<file path="config.mk">
export PLATFORM = sky130hd
export DESIGN_NAME = cmt_channel
export DESIGN_NICKNAME = d
export VERILOG_FILES = /design/src/cmt_pkg.sv /design/src/cmt_channel.sv
export SDC_FILE = /design/constraint.sdc
export NUM_CORES = 1
export LEC_CHECK = 0
export ABC_AREA = 1
export BUFFER_PORTS_ARGS = -buffer_cell sky130_fd_sc_hd__buf_2
export CORE_MARGIN = 2
export CORE_UTILIZATION = 53
export DETAILED_ROUTE_END_ITERATION = 8
export GPL_TIMING_DRIVEN = 1
export PLACE_DENSITY = 0.83
export SYNTH_ARGS = -nofsm -noshare
export SYNTH_HDL_FRONTEND = slang
export SYNTH_SLANG_ARGS = --single-unit
</file>
<file path="constraint.sdc">
create_clock -name CLK -period 3.22 [get_ports CLK]
set_input_delay 0.644 -clock CLK [delete_from_list [all_inputs] [get_ports CLK]]
set_output_delay 0.644 -clock CLK [all_outputs]
set_load 0.05 [all_outputs]
</file>
<file path="src/cmt_pkg.sv">
// Overview of operation
// - run bit 0 starts or holds counter
// - match or capture on A sets flag
// - flag clears by read one, write zero
// - clear source 001 clears on A event
// - edge field 00 counts falling edges
// - prescale 000 counts every module clock
// - buffer bit pairs registers A and C
// - op mode 0000 is normal counting
// - stop bit one halts, zero releases
// - halt bit 0 stops whole timer unit
// - counter is sixteen bit read write
// - match irq only when enable A set
package cmt_pkg;
    // register indices, byte address is four times the index
    localparam logic [23:0] IDX_HALT_CTRL_A = 24'hff_fdc8;
    localparam logic [23:0] IDX_START_CTRL = 24'hff_ffbc;
    localparam logic [23:0] IDX_COUNT_CTRL = 24'hff_ffc0;
    localparam logic [23:0] IDX_OP_SELECT = 24'hff_ffc1;
    localparam logic [23:0] IDX_IO_CTRL_HIGH = 24'hff_ffc2;
    localparam logic [23:0] IDX_IO_CTRL_LOW = 24'hff_ffc3;
    localparam logic [23:0] IDX_IRQ_ENABLE = 24'hff_ffc4;
    localparam logic [23:0] IDX_FLAG_REG = 24'hff_ffc5;
    localparam logic [23:0] IDX_TIMER_COUNT = 24'hff_ffc6;
    localparam logic [23:0] IDX_GENERAL_A = 24'hff_ffc8;
    localparam logic [23:0] IDX_GENERAL_C = 24'hff_ffcc;
    localparam int IDX_LSB = 2;
    localparam int IDX_MSB = 25;
    localparam int ADDR_MSB = 31;

    // single-bit field positions
    localparam int RUN_BIT_CH0 = 0;
    localparam int UNIT_HALT_BIT = 0;
    localparam int MATCH_FLAG_BIT = 0;
    localparam int IRQ_ENABLE_BIT = 0;
    localparam int CAPTURE_MODE_BIT = 3;

    // reset values and the count step
    localparam logic [15:0] HALT_RESET = 16'h0000;
    localparam logic [7:0] BYTE_RESET = 8'h00;
    localparam logic [15:0] WORD_RESET = 16'h0000;
    localparam logic [15:0] GENERAL_RESET = 16'hffff;
    localparam logic [15:0] COUNT_STEP = 16'h0001;

    // field codes and prescaler constants
    localparam logic [2:0] CLR_NONE = 3'h0;
    localparam logic [2:0] CLR_ON_A = 3'h1;
    localparam logic [1:0] EDGE_FALL = 2'h0;
    localparam logic [1:0] EDGE_RISE = 2'h1;
    localparam logic [2:0] PS_DIV1 = 3'h0;
    localparam logic [2:0] PS_DIV4 = 3'h1;
    localparam logic [2:0] PS_DIV16 = 3'h2;
    localparam logic [2:0] PS_DIV64 = 3'h3;
    localparam logic [3:0] OP_NORMAL = 4'h0;
    localparam logic [5:0] MASK_DIV4 = 6'h03;
    localparam logic [5:0] MASK_DIV16 = 6'h0f;
    localparam logic [5:0] MASK_DIV64 = 6'h3f;
    localparam logic [5:0] DIV_ZERO = 6'h00;
    localparam logic [5:0] DIV_STEP = 6'h01;

    typedef struct packed {
        logic [2:0] clear_source_sel;
        logic [1:0] edge_sel;
        logic [2:0] prescale_sel;
    } cmt_count_ctrl_t;

    typedef struct packed {
        logic [2:0] spare;
        logic buffer_pair_a;
        logic [3:0] timer_op_select;
    } cmt_op_select_t;

    typedef enum logic [1:0] {
        RD_IDLE = 2'b00,
        RD_SEEN_ONE = 2'b01
    } cmt_clear_state_t;
endpackage

</file>
<file path="src/cmt_channel.sv">
module cmt_channel
    import cmt_pkg::*;
(
    // clock and reset
    input wire logic CLK,
    input wire logic RST_B,
    // apb slave
    input wire logic PSEL,
    input wire logic PENABLE,
    input wire logic PWRITE,
    input wire logic [31:0] PADDR,
    input wire logic [31:0] PWDATA,
    output logic [31:0] PRDATA,
    output logic PREADY,
    output logic PSLVERR,
    // capture pin and interrupt
    input wire logic CAPTURE_A_IN,
    output logic MATCH_IRQ_A
);
    // registers
    logic [15:0] halt_ctrl_a_q;
    logic [7:0] start_ctrl_q;
    cmt_count_ctrl_t count_ctrl_q;
    cmt_op_select_t op_select_q;
    logic [7:0] io_ctrl_high_q;
    logic [7:0] io_ctrl_low_q;
    logic [7:0] irq_enable_q;
    logic match_flag_a_q;
    logic [15:0] timer_count_q;
    logic [15:0] general_reg_a_q;
    logic [15:0] general_reg_c_q;
    cmt_clear_state_t clr_state_q;
    logic [5:0] div_q;
    logic cap_s1_q, cap_s2_q, cap_s3_q, cap_lvl_q;
    logic [31:0] prdata_q;
    logic pready_q, pslverr_q, irq_q;

    // decoded strobes
    logic access, wr_en, rd_en, hit;
    logic [23:0] idx;
    logic halted, count_en, tick, capture_mode, cap_rise;
    logic match_ev, capt_ev, gra_ev, clr_ok;
    logic [5:0] mask;

    function automatic logic is_reg(input logic [23:0] a, input logic [23:0] r);
        return a == r;
    endfunction

    function automatic logic [5:0] prescale_mask(input logic [2:0] sel);
        unique case (sel)
            PS_DIV4: return MASK_DIV4;
            PS_DIV16: return MASK_DIV16;
            PS_DIV64: return MASK_DIV64;
            default: return DIV_ZERO;
        endcase
    endfunction

    // bus decode; high address bits must be clear for a hit
    assign idx = PADDR[IDX_MSB:IDX_LSB];
    assign hit = (PADDR[ADDR_MSB:IDX_MSB+1] == '0) && (PADDR[IDX_LSB-1:0] == '0) &&
                 (is_reg(idx, IDX_HALT_CTRL_A) || is_reg(idx, IDX_START_CTRL) ||
                  is_reg(idx, IDX_COUNT_CTRL) || is_reg(idx, IDX_OP_SELECT) ||
                  is_reg(idx, IDX_IO_CTRL_HIGH) || is_reg(idx, IDX_IO_CTRL_LOW) ||
                  is_reg(idx, IDX_IRQ_ENABLE) || is_reg(idx, IDX_FLAG_REG) ||
                  is_reg(idx, IDX_TIMER_COUNT) || is_reg(idx, IDX_GENERAL_A) ||
                  is_reg(idx, IDX_GENERAL_C));
    assign access = PSEL && PENABLE && pready_q;
    assign wr_en = access && PWRITE && !pslverr_q;
    assign rd_en = access && !PWRITE && !pslverr_q;

    // run gating; other op modes are not modelled so they hold the counter
    assign halted = halt_ctrl_a_q[UNIT_HALT_BIT];
    assign count_en = start_ctrl_q[RUN_BIT_CH0] && !halted &&
                      (op_select_q.timer_op_select == OP_NORMAL);
    assign mask = prescale_mask(count_ctrl_q.prescale_sel);

    // edge selection on the divided clock: wrap is its falling edge
    always_comb begin
        tick = 1'b0;
        if (mask == DIV_ZERO) begin
            tick = 1'b1;
        end else if (count_ctrl_q.edge_sel == EDGE_FALL) begin
            tick = (div_q & mask) == DIV_ZERO;
        end else if (count_ctrl_q.edge_sel == EDGE_RISE) begin
            tick = (div_q & mask) == ((mask >> 1) + DIV_STEP);
        end else begin
            tick = ((div_q & mask) == DIV_ZERO) ||
                   ((div_q & mask) == ((mask >> 1) + DIV_STEP));
        end
    end

    // events on general register A
    assign capture_mode = io_ctrl_low_q[CAPTURE_MODE_BIT];
    assign cap_rise = (cap_s2_q == cap_s3_q) && cap_s3_q && !cap_lvl_q;
    assign match_ev = count_en && tick && !capture_mode &&
                      (timer_count_q == general_reg_a_q);
    assign capt_ev = !halted && capture_mode && cap_rise;
    assign gra_ev = match_ev || capt_ev;
    assign clr_ok = wr_en && is_reg(idx, IDX_FLAG_REG) && !PWDATA[MATCH_FLAG_BIT] &&
                    (clr_state_q == RD_SEEN_ONE);

    // capture pin synchroniser; level accepted once stages two and three agree
    always_ff @(posedge CLK or negedge RST_B) begin
        if (!RST_B) begin
            cap_s1_q <= 1'b0;
            cap_s2_q <= 1'b0;
            cap_s3_q <= 1'b0;
            cap_lvl_q <= 1'b0;
        end else begin
            cap_s1_q <= CAPTURE_A_IN;
            cap_s2_q <= cap_s1_q;
            cap_s3_q <= cap_s2_q;
            if (cap_s2_q == cap_s3_q) begin
                cap_lvl_q <= cap_s3_q;
            end
        end
    end

    // prescaler runs free unless the unit is halted
    always_ff @(posedge CLK or negedge RST_B) begin
        if (!RST_B) begin
            div_q <= DIV_ZERO;
        end else if (!halted) begin
            div_q <= div_q + DIV_STEP;
        end
    end

    // control registers
    always_ff @(posedge CLK or negedge RST_B) begin
        if (!RST_B) begin
            halt_ctrl_a_q <= HALT_RESET;
            start_ctrl_q <= BYTE_RESET;
            count_ctrl_q <= cmt_count_ctrl_t'(BYTE_RESET);
            op_select_q <= cmt_op_select_t'(BYTE_RESET);
            io_ctrl_high_q <= BYTE_RESET;
            io_ctrl_low_q <= BYTE_RESET;
            irq_enable_q <= BYTE_RESET;
        end else if (wr_en) begin
            if (is_reg(idx, IDX_HALT_CTRL_A)) halt_ctrl_a_q <= PWDATA[15:0];
            if (is_reg(idx, IDX_START_CTRL)) start_ctrl_q <= PWDATA[7:0];
            if (is_reg(idx, IDX_COUNT_CTRL)) count_ctrl_q <= cmt_count_ctrl_t'(PWDATA[7:0]);
            if (is_reg(idx, IDX_OP_SELECT)) op_select_q <= cmt_op_select_t'(PWDATA[7:0]);
            if (is_reg(idx, IDX_IO_CTRL_HIGH)) io_ctrl_high_q <= PWDATA[7:0];
            if (is_reg(idx, IDX_IO_CTRL_LOW)) io_ctrl_low_q <= PWDATA[7:0];
            if (is_reg(idx, IDX_IRQ_ENABLE)) irq_enable_q <= PWDATA[7:0];
        end
    end

    // counter; a software write beats counting in the same cycle
    always_ff @(posedge CLK or negedge RST_B) begin
        if (!RST_B) begin
            timer_count_q <= WORD_RESET;
        end else if (wr_en && is_reg(idx, IDX_TIMER_COUNT)) begin
            timer_count_q <= PWDATA[15:0];
        end else if (gra_ev && count_ctrl_q.clear_source_sel == CLR_ON_A) begin
            timer_count_q <= WORD_RESET;
        end else if (count_en && tick) begin
            timer_count_q <= timer_count_q + COUNT_STEP;
        end
    end

    // general registers A and C with buffer transfer
    always_ff @(posedge CLK or negedge RST_B) begin
        if (!RST_B) begin
            general_reg_a_q <= GENERAL_RESET;
            general_reg_c_q <= GENERAL_RESET;
        end else begin
            if (wr_en && is_reg(idx, IDX_GENERAL_A)) begin
                general_reg_a_q <= PWDATA[15:0];
            end else if (capt_ev) begin
                general_reg_a_q <= timer_count_q;
            end else if (match_ev && op_select_q.buffer_pair_a) begin
                general_reg_a_q <= general_reg_c_q;
            end
            if (wr_en && is_reg(idx, IDX_GENERAL_C)) begin
                general_reg_c_q <= PWDATA[15:0];
            end else if (capt_ev && op_select_q.buffer_pair_a) begin
                general_reg_c_q <= general_reg_a_q;
            end
        end
    end

    // flag: set wins over clear so no event is lost
    always_ff @(posedge CLK or negedge RST_B) begin
        if (!RST_B) begin
            match_flag_a_q <= 1'b0;
        end else if (gra_ev) begin
            match_flag_a_q <= 1'b1;
        end else if (clr_ok) begin
            match_flag_a_q <= 1'b0;
        end
    end

    // clear arming: a read that returned one arms the next write to the flag register, which clears only if it writes zero
    always_ff @(posedge CLK or negedge RST_B) begin
        if (!RST_B) begin
            clr_state_q <= RD_IDLE;
        end else begin
            unique case (clr_state_q)
                RD_IDLE: begin
                    if (rd_en && is_reg(idx, IDX_FLAG_REG) && prdata_q[MATCH_FLAG_BIT]) begin
                        clr_state_q <= RD_SEEN_ONE;
                    end
                end
                RD_SEEN_ONE: begin
                    if (wr_en && is_reg(idx, IDX_FLAG_REG)) begin
                        clr_state_q <= RD_IDLE;
                    end
                end
                default: clr_state_q <= RD_IDLE;
            endcase
        end
    end

    // apb answer prepared in setup, so the access phase has no wait state
    always_ff @(posedge CLK or negedge RST_B) begin
        if (!RST_B) begin
            prdata_q <= '0;
            pready_q <= 1'b0;
            pslverr_q <= 1'b0;
        end else begin
            pready_q <= PSEL && !PENABLE;
            pslverr_q <= PSEL && !PENABLE && !hit;
            prdata_q <= '0;
            if (PSEL && !PENABLE && !PWRITE) begin
                if (is_reg(idx, IDX_HALT_CTRL_A)) prdata_q <= {16'h0000, halt_ctrl_a_q};
                if (is_reg(idx, IDX_START_CTRL)) prdata_q <= {24'h00_0000, start_ctrl_q};
                if (is_reg(idx, IDX_COUNT_CTRL)) prdata_q <= {24'h00_0000, count_ctrl_q};
                if (is_reg(idx, IDX_OP_SELECT)) prdata_q <= {24'h00_0000, op_select_q};
                if (is_reg(idx, IDX_IO_CTRL_HIGH)) prdata_q <= {24'h00_0000, io_ctrl_high_q};
                if (is_reg(idx, IDX_IO_CTRL_LOW)) prdata_q <= {24'h00_0000, io_ctrl_low_q};
                if (is_reg(idx, IDX_IRQ_ENABLE)) prdata_q <= {24'h00_0000, irq_enable_q};
                if (is_reg(idx, IDX_FLAG_REG)) prdata_q <= {31'h0000_0000, match_flag_a_q};
                if (is_reg(idx, IDX_TIMER_COUNT)) prdata_q <= {16'h0000, timer_count_q};
                if (is_reg(idx, IDX_GENERAL_A)) prdata_q <= {16'h0000, general_reg_a_q};
                if (is_reg(idx, IDX_GENERAL_C)) prdata_q <= {16'h0000, general_reg_c_q};
            end
        end
    end

    // interrupt lags the flag by one cycle to come from a flop
    always_ff @(posedge CLK or negedge RST_B) begin
        if (!RST_B) begin
            irq_q <= 1'b0;
        end else begin
            irq_q <= match_flag_a_q && irq_enable_q[IRQ_ENABLE_BIT];
        end
    end

    assign PRDATA = prdata_q;
    assign PREADY = pready_q;
    assign PSLVERR = pslverr_q;
    assign MATCH_IRQ_A = irq_q;

    logic cnt_wr;
    assign cnt_wr = wr_en && is_reg(idx, IDX_TIMER_COUNT);
endmodule

</file>
== After elaboration in Yosys (flattened, before gate mapping) ==
Cells that the tools add are included.

* Bitwise operators: 1
* Equality and inequality tests: 22
* Add/sub/neg operators: 3
* Reduce and logical (&&, ||, !) cells: 71
* Multiplexer cells: 29

{| class="wikitable"
|+ Operators by type and width
! cell !! number
|-
| two-way mux 32 bit || 11
|-
| equality test 24 bit (second input constant) || 11
|-
| two-way mux 16 bit || 9
|-
| logical AND 1 bit || 32
|-
| zero test 6 bit || 3
|-
| one-hot mux 6 bit (3 select lines) || 1
|-
| adder 16 x 1 -> 16 bit (second input constant) || 1
|-
| equality test 16 bit || 1
|-
| AND reduction 2 bit || 8
|-
| logical OR 1 bit || 12
|-
| zero test 1 bit || 8
|-
| adder 5 x 1 -> 6 bit (second input constant) || 1
|-
| adder 6 x 1 -> 6 bit (second input constant) || 1
|-
| AND 6 bit || 1
|-
| equality test 3 x 1 -> 1 bit (second input constant) || 2
|-
| equality test 3 x 2 -> 1 bit (second input constant) || 2
|-
| equality test 6 bit || 1
|-
| zero test 2 bit || 3
|-
| nonzero test 3 bit || 2
|-
| two-way mux 1 bit || 5
|-
| equality test 2 x 1 -> 1 bit (second input constant) || 2
|-
| zero test 4 bit || 1
|-
| two-way mux 2 bit || 2
|-
| one-hot mux 2 bit (2 select lines) || 1
|-
| 4 further kinds || 5
|}

* Output and inout port bits: 35
* Bits in registers: 160
* Input bits: 70

== Depth between registers and ports, before layout ==
* Depth after elaboration: 15
* Depth in mapped cells: 17

== Worst setup path before layout ==
Ideal clock, no wire load.

* Path type: in2reg
* From: input PADDR[15]
* To: register prdata_q[7] (netlist: PRDATA[7])
* Slack: 1.193 ns
* Stages: 13
* Data arrival time: 1.914 ns
* Path through: nand2_1 nor2_4 nand2_2 nor2_4 buf_6 buf_8 nand3_2 nand2_1 nor2_1 nand2_1 nand3_1 nand2_1 inv_1

* Cells in the longest elaborated chain, start to end: 13
* Elaborated cells on any way between the ends: 23
* Classes of those cells: eq/ne (11); mux (12)

{| class="wikitable"
|+ RTL lines
! element !! RTL line !! text
|-
| start, declared || cmt_channel.sv:11 || <nowiki>input wire logic [31:0] PADDR,</nowiki>
|-
| equality test 24 bit || cmt_channel.sv:46 || <nowiki>return a == r;</nowiki>
|-
| two-way mux 16 bit || cmt_channel.sv:226 || <nowiki>if (is_reg(idx, IDX_HALT_CTRL_A)) prdata_q <= {16'h0000, halt_ctrl_a_q};</nowiki>
|-
| two-way mux 32 bit || cmt_channel.sv:227 || <nowiki>if (is_reg(idx, IDX_START_CTRL)) prdata_q <= {24'h00_0000, start_ctrl_q};</nowiki>
|-
| two-way mux 32 bit || cmt_channel.sv:228 || <nowiki>if (is_reg(idx, IDX_COUNT_CTRL)) prdata_q <= {24'h00_0000, count_ctrl_q};</nowiki>
|-
| two-way mux 32 bit || cmt_channel.sv:229 || <nowiki>if (is_reg(idx, IDX_OP_SELECT)) prdata_q <= {24'h00_0000, op_select_q};</nowiki>
|-
| two-way mux 32 bit || cmt_channel.sv:230 || <nowiki>if (is_reg(idx, IDX_IO_CTRL_HIGH)) prdata_q <= {24'h00_0000, io_ctrl_high_q};</nowiki>
|-
| two-way mux 32 bit || cmt_channel.sv:231 || <nowiki>if (is_reg(idx, IDX_IO_CTRL_LOW)) prdata_q <= {24'h00_0000, io_ctrl_low_q};</nowiki>
|-
| two-way mux 32 bit || cmt_channel.sv:232 || <nowiki>if (is_reg(idx, IDX_IRQ_ENABLE)) prdata_q <= {24'h00_0000, irq_enable_q};</nowiki>
|-
| two-way mux 32 bit || cmt_channel.sv:233 || <nowiki>if (is_reg(idx, IDX_FLAG_REG)) prdata_q <= {31'h0000_0000, match_flag_a_q};</nowiki>
|-
| two-way mux 32 bit || cmt_channel.sv:234 || <nowiki>if (is_reg(idx, IDX_TIMER_COUNT)) prdata_q <= {16'h0000, timer_count_q};</nowiki>
|-
| two-way mux 32 bit || cmt_channel.sv:235 || <nowiki>if (is_reg(idx, IDX_GENERAL_A)) prdata_q <= {16'h0000, general_reg_a_q};</nowiki>
|-
| two-way mux 32 bit (*) || cmt_channel.sv:236 || <nowiki>if (is_reg(idx, IDX_GENERAL_C)) prdata_q <= {16'h0000, general_reg_c_q};</nowiki>
|-
| two-way mux 32 bit (*) || cmt_channel.sv:225 || <nowiki>if (PSEL && !PENABLE && !PWRITE) begin</nowiki>
|-
| end signal, assigned || cmt_channel.sv:234 ||
|-
| end signal, assigned || cmt_channel.sv:235 ||
|-
| end signal, assigned || cmt_channel.sv:236 ||
|-
| end, declared || cmt_channel.sv:35 || <nowiki>logic [31:0] prdata_q;</nowiki>
|}

Every way passes the cells marked *; elsewhere a longest branch is shown, timed or not.
A chain may end at the register's enable or synchronous reset.

== Worst setup path in the final report ==
* From: register halt_ctrl_a_q[0]
* To: register timer_count_q[14]

* Cells in the longest elaborated chain, start to end: 10
* Elaborated cells on any way between the ends: 13
* Classes of those cells: mux (2); reduce/logical (11)

{| class="wikitable"
|+ RTL lines
! element !! RTL line !! text
|-
| start, declared || cmt_channel.sv:21 || <nowiki>logic [15:0] halt_ctrl_a_q;</nowiki>
|-
| start signal, assigned || cmt_channel.sv:139 || <nowiki>if (is_reg(idx, IDX_HALT_CTRL_A)) halt_ctrl_a_q <= PWDATA[15:0];</nowiki>
|-
| zero test 1 bit (*) || n/a ||
|-
| logical AND 1 bit (2 in a row) || cmt_channel.sv:73 || <nowiki>assign count_en = start_ctrl_q[RUN_BIT_CH0] && !halted &&</nowiki>
|-
| logical AND 1 bit || cmt_channel.sv:95, cmt_channel.sv:157 ||
|-
| logical AND 1 bit (2 in a row) || cmt_channel.sv:95 || <nowiki>assign match_ev = count_en && tick && !capture_mode &&</nowiki>
|-
| logical OR 1 bit || cmt_channel.sv:98 || <nowiki>assign gra_ev = match_ev || capt_ev;</nowiki>
|-
| logical AND 1 bit || cmt_channel.sv:155 || <nowiki>end else if (gra_ev && count_ctrl_q.clear_source_sel == CLR_ON_A) begin</nowiki>
|-
| two-way mux 16 bit || cmt_channel.sv:155 ||
|-
| two-way mux 16 bit || cmt_channel.sv:153 || <nowiki>end else if (wr_en && is_reg(idx, IDX_TIMER_COUNT)) begin</nowiki>
|-
| end signal, assigned || cmt_channel.sv:154 || <nowiki>timer_count_q <= PWDATA[15:0];</nowiki>
|-
| end signal, assigned || cmt_channel.sv:158 || <nowiki>timer_count_q <= timer_count_q + COUNT_STEP;</nowiki>
|-
| end, declared || cmt_channel.sv:29 || <nowiki>logic [15:0] timer_count_q;</nowiki>
|}

Marks and branches as above.

==> flow_summary.yaml <==
floorplanning:
  core_um2: 15900
  die_h_um: 132
  die_area_um2: 17300
  die_w_um: 132
  rows: 46
  initial_core_util: 0.544
  num_io_pins: 105
grt:
  antenna_found_initial: 0
  grtUsageTotal: 0.286
  grt_pass1_wl_um: 39300
  grt_max_degree: 74
  first_global_vias: 7765
  grt_overflow: 0
routing:
  vias: 8283
  detail_route.first_pass.iterations: 6
  drt-wirelength-per-cell_um: 16.5
  drt_iter0_drc: 960
  vias_per_cell: 5.61
  drtAntennaViolNets: 0
  drc: 0
  routed_wl_um: 24400
synth:
  ys.flop_type: "dfrtp_1"
  ys_ff_latch: 143
  yosysWarnings: 0
  synth_cells: 1185
  yosysTopAreaCellShare: 0.322
  yosysSeqAreaShare: 0.419
  syn_area_per_cell_um2: 7.29
  synth_cell_types: 43
  synth_area_leaders: "dfrtp_1 (32%), nand2_1 (17%), dfstp_2 (9.7%)"
  synth_area_leader_cell: "dfrtp_1"
  yosysMostFrequentCell: "nand2_1"
  synth_common_cells: "nand2_1 (381), o21ai_0 (149), inv_1 (148)"
  synth_area_um2: 8640
  async_reset_ff_frac: 1.00
  synth_edf_count: 0
power_and_ir_drop:
  p_sw_mw: 0.927
  switching_share: 0.227
  p_comb_frac: 0.049
  p_leak_nw: 4.94
  power.density_nw_per_um2: 418
  intPower_mw: 3.15
  vdd_drop_max_mv: 0.363
  power_frac_seq: 0.443
  p_clk_frac: 0.508
placement:
  gp_congestion: 0.917
  dp_hpwl_um: 16500
  io_buffers: 72
  place_area_um2: 9130
cells_and_area:
  fillers: 1410
  post-route-util: 0.614
  nNetsFinal: 1321
  diodes: 0
  area_growth_pct: 12.8
  fin_area_um2: 9750
  drive_above_1_share: 0.163
clock_network:
  cts_resized: 0
  insertion_delay_ns: 0.43
  clk_path_buf_depth: 2
  clock-sinks: 143
  htreeDepth: 4
  post-cts-setup-buffer-count: 0
  clkTransAtPathRegs_ns: 0.06
  cts-root-buf: "clkbuf_16"
  hold_buffers: 0
  tritoncts: "done"
  numCtsBuffers: 17
worst_setup_path:
  reg2reg_depth: 7
  r2r_start: "halt_ctrl_a_q[0]"
  cp_cell_sequence: "inv_1 -> nand3_1 -> nor3_1 -> nand2_1 -> nand3_4 -> nand2_1 -> nand2_1"
  critical_path.max_stage_delay_ns: 0.60
  reg2reg_to: "timer_count_q[14]"
  required_ns: 3.59
  end_kind: "flop"
  crit_fanout: 17
  critPathKind: "flop to flop"
  cpMostUsedCell: "nand2_1"
  startpoint_type: "flop"
  rrSetupSlack_ns: 0.72
  arrival_ns: 2.87
  slowest_stage: "nand2_1"
run_status:
  outcome: "completed"
sta:
  hold_viol_final: 0
  rsz0062_at_grt: "no"
  setup-tns-final_ns: 0
  fin_crit_ns: 2.50
  max_slew_margin: 0.509
  period_share: 0.776
  skew_ns: 0.00912
  hold_ws_ns: 0.212
  setup-violations-final: 0
  worst_pin_slew_ns: 0.736
  timing.fmax_mhz: 400
  drv_slew: 0
worst_hold_path:
  hp-class: "primary input to asynchronous set/reset pin"
run:
  maxCapViolCount: 0
-- worst max-delay path: cells and delay by family, from the launching register on --
family | cells | cell delay, ns
buffers and inverters | 1 | 0.16
flip-flops | 1 | 0.46
AND/OR/NAND/NOR | 6 | 1.80
-- cells in the final DEF, fill, tap and decap left out, types with 2 or more instances in the layout --
cell type,netlist,layout
nor2_4,5,5
ha_1,3,3
nand2_2,5,5
xnor2_1,3,3
a31oi_1,2,2
nor2_1,50,50
nor3_1,15,15
nand4_1,36,36
xor2_1,16,16
dfrtp_1,111,111
clkbuf_1,24,3
o211ai_1,12,12
clkbuf_8,0,4
buf_4,17,18
buf_2,11,71
bufinv_16,0,3
nand3_1,50,50
nand3_4,2,2
clkbuf_16,0,17
nand2_1,381,381
inv_1,148,148
nand3_2,22,22
buf_12,0,2
o21ai_0,149,149
inv_2,5,5
o21a_1,6,6
nor2_2,3,3
mux2_2,2,2
nor4_1,8,8
nand2_4,2,2
conb_1,1,16
dfstp_2,32,32
clkinvlp_4,0,3
o21ai_1,37,37
clkinv_4,0,2
a21oi_1,5,5
nor3_2,3,3
-- per-layer routing --
metal	up-vias	wire length, um	global-route usage
li1	3915	-	-
met1	3821	9980	0.392
met2	464	10700	0.431
met3	83	2880	0.0764
met4	0	823	0.118
met5	-	0	0
-- cells by family (layout without fill, tap and decap cells) --
family / Yosys count / after routing / synth area share
and+or+nand+nor: 588 / 588 / 0.315
other: 1 / 16 / 0.000434
adders and majority gates: 3 / 3 / 0.00435
AOI/OAI and AO/OA: 213 / 213 / 0.129
xor gates and xnor gates: 19 / 19 / 0.0193
buffers and inverters: 216 / 277 / 0.111
DFF: 143 / 143 / 0.419
muxes: 2 / 2 / 0.00261
-- worst max path at each step --
| stage | end | startpoint | cells past startpoint | slack (ns) |
|---|---|---|---|---|
| 6_report | timer_count_q[14] | halt_ctrl_a_q[0] | 7 | 0.72 |
| 5_1_grt | timer_count_q[7] | timer_count_q[9] | 14 | 0.61 |
| 4_1_cts | timer_count_q[14] | halt_ctrl_a_q[0] | 7 | 0.86 |
| 3_5_place_dp | io_ctrl_low_q[4] | PADDR[19] | 11 | 0.57 |
| 3_3_place_gp | PRDATA[3] | PADDR[13] | 16 | 0.63 |
| 2_1_floorplan | PRDATA[7] | PADDR[15] | 13 | 1.19 |
-- state kept, by name, indices dropped and copies added (netlist names), 6 cells and up --
signal	cells
timer_count_q	16
io_ctrl_high_q	8
start_ctrl_q	8
io_ctrl_low_q	8
PRDATA	16
halt_ctrl_a_q	16
general_reg_c_q	16
general_reg_a_q	16
div_q	6
count_ctrl_q	8
op_select_q	8
irq_enable_q	8
-- stage by stage --
step	instances	power, mW	setup WS, ns
after global placement	1445	2.03	0.626
after detailed placement	1445	2.04	0.572
after CTS	1477	4.09	0.862
after floorplan	1200	1.94	1.19
after global routing	1477	4.19	0.615
final	1477	4.08	0.721
-- layout make-up --
| class | instances | area [um^2] | share of cell area |
|---|---|---|---|
| Clock buffer | 24 | 492 | 0.0504 |
| Clock inverter | 8 | 130 | 0.0134 |
| Inverter | 153 | 574 | 0.0589 |
| Multi-Input combinational cell | 841 | 4120 | 0.423 |
| Sequential cell | 143 | 3620 | 0.371 |
| Tap cell | 216 | 270 | 0.0277 |
| Timing Repair Buffer | 92 | 542 | 0.0556 |
-- power by group through the flow --
stage | combinational, mW | clock (mW) | sequential, mW
floorplan | 0.0966 | 0 | 1.84
global placement | 0.195 | 0 | 1.84
detailed placement | 0.198 | 0 | 1.84
CTS | 0.199 | 2.08 | 1.81
global route | 0.216 | 2.16 | 1.81
finish | 0.199 | 2.07 | 1.81
Power figures use the tool's default switching activity.
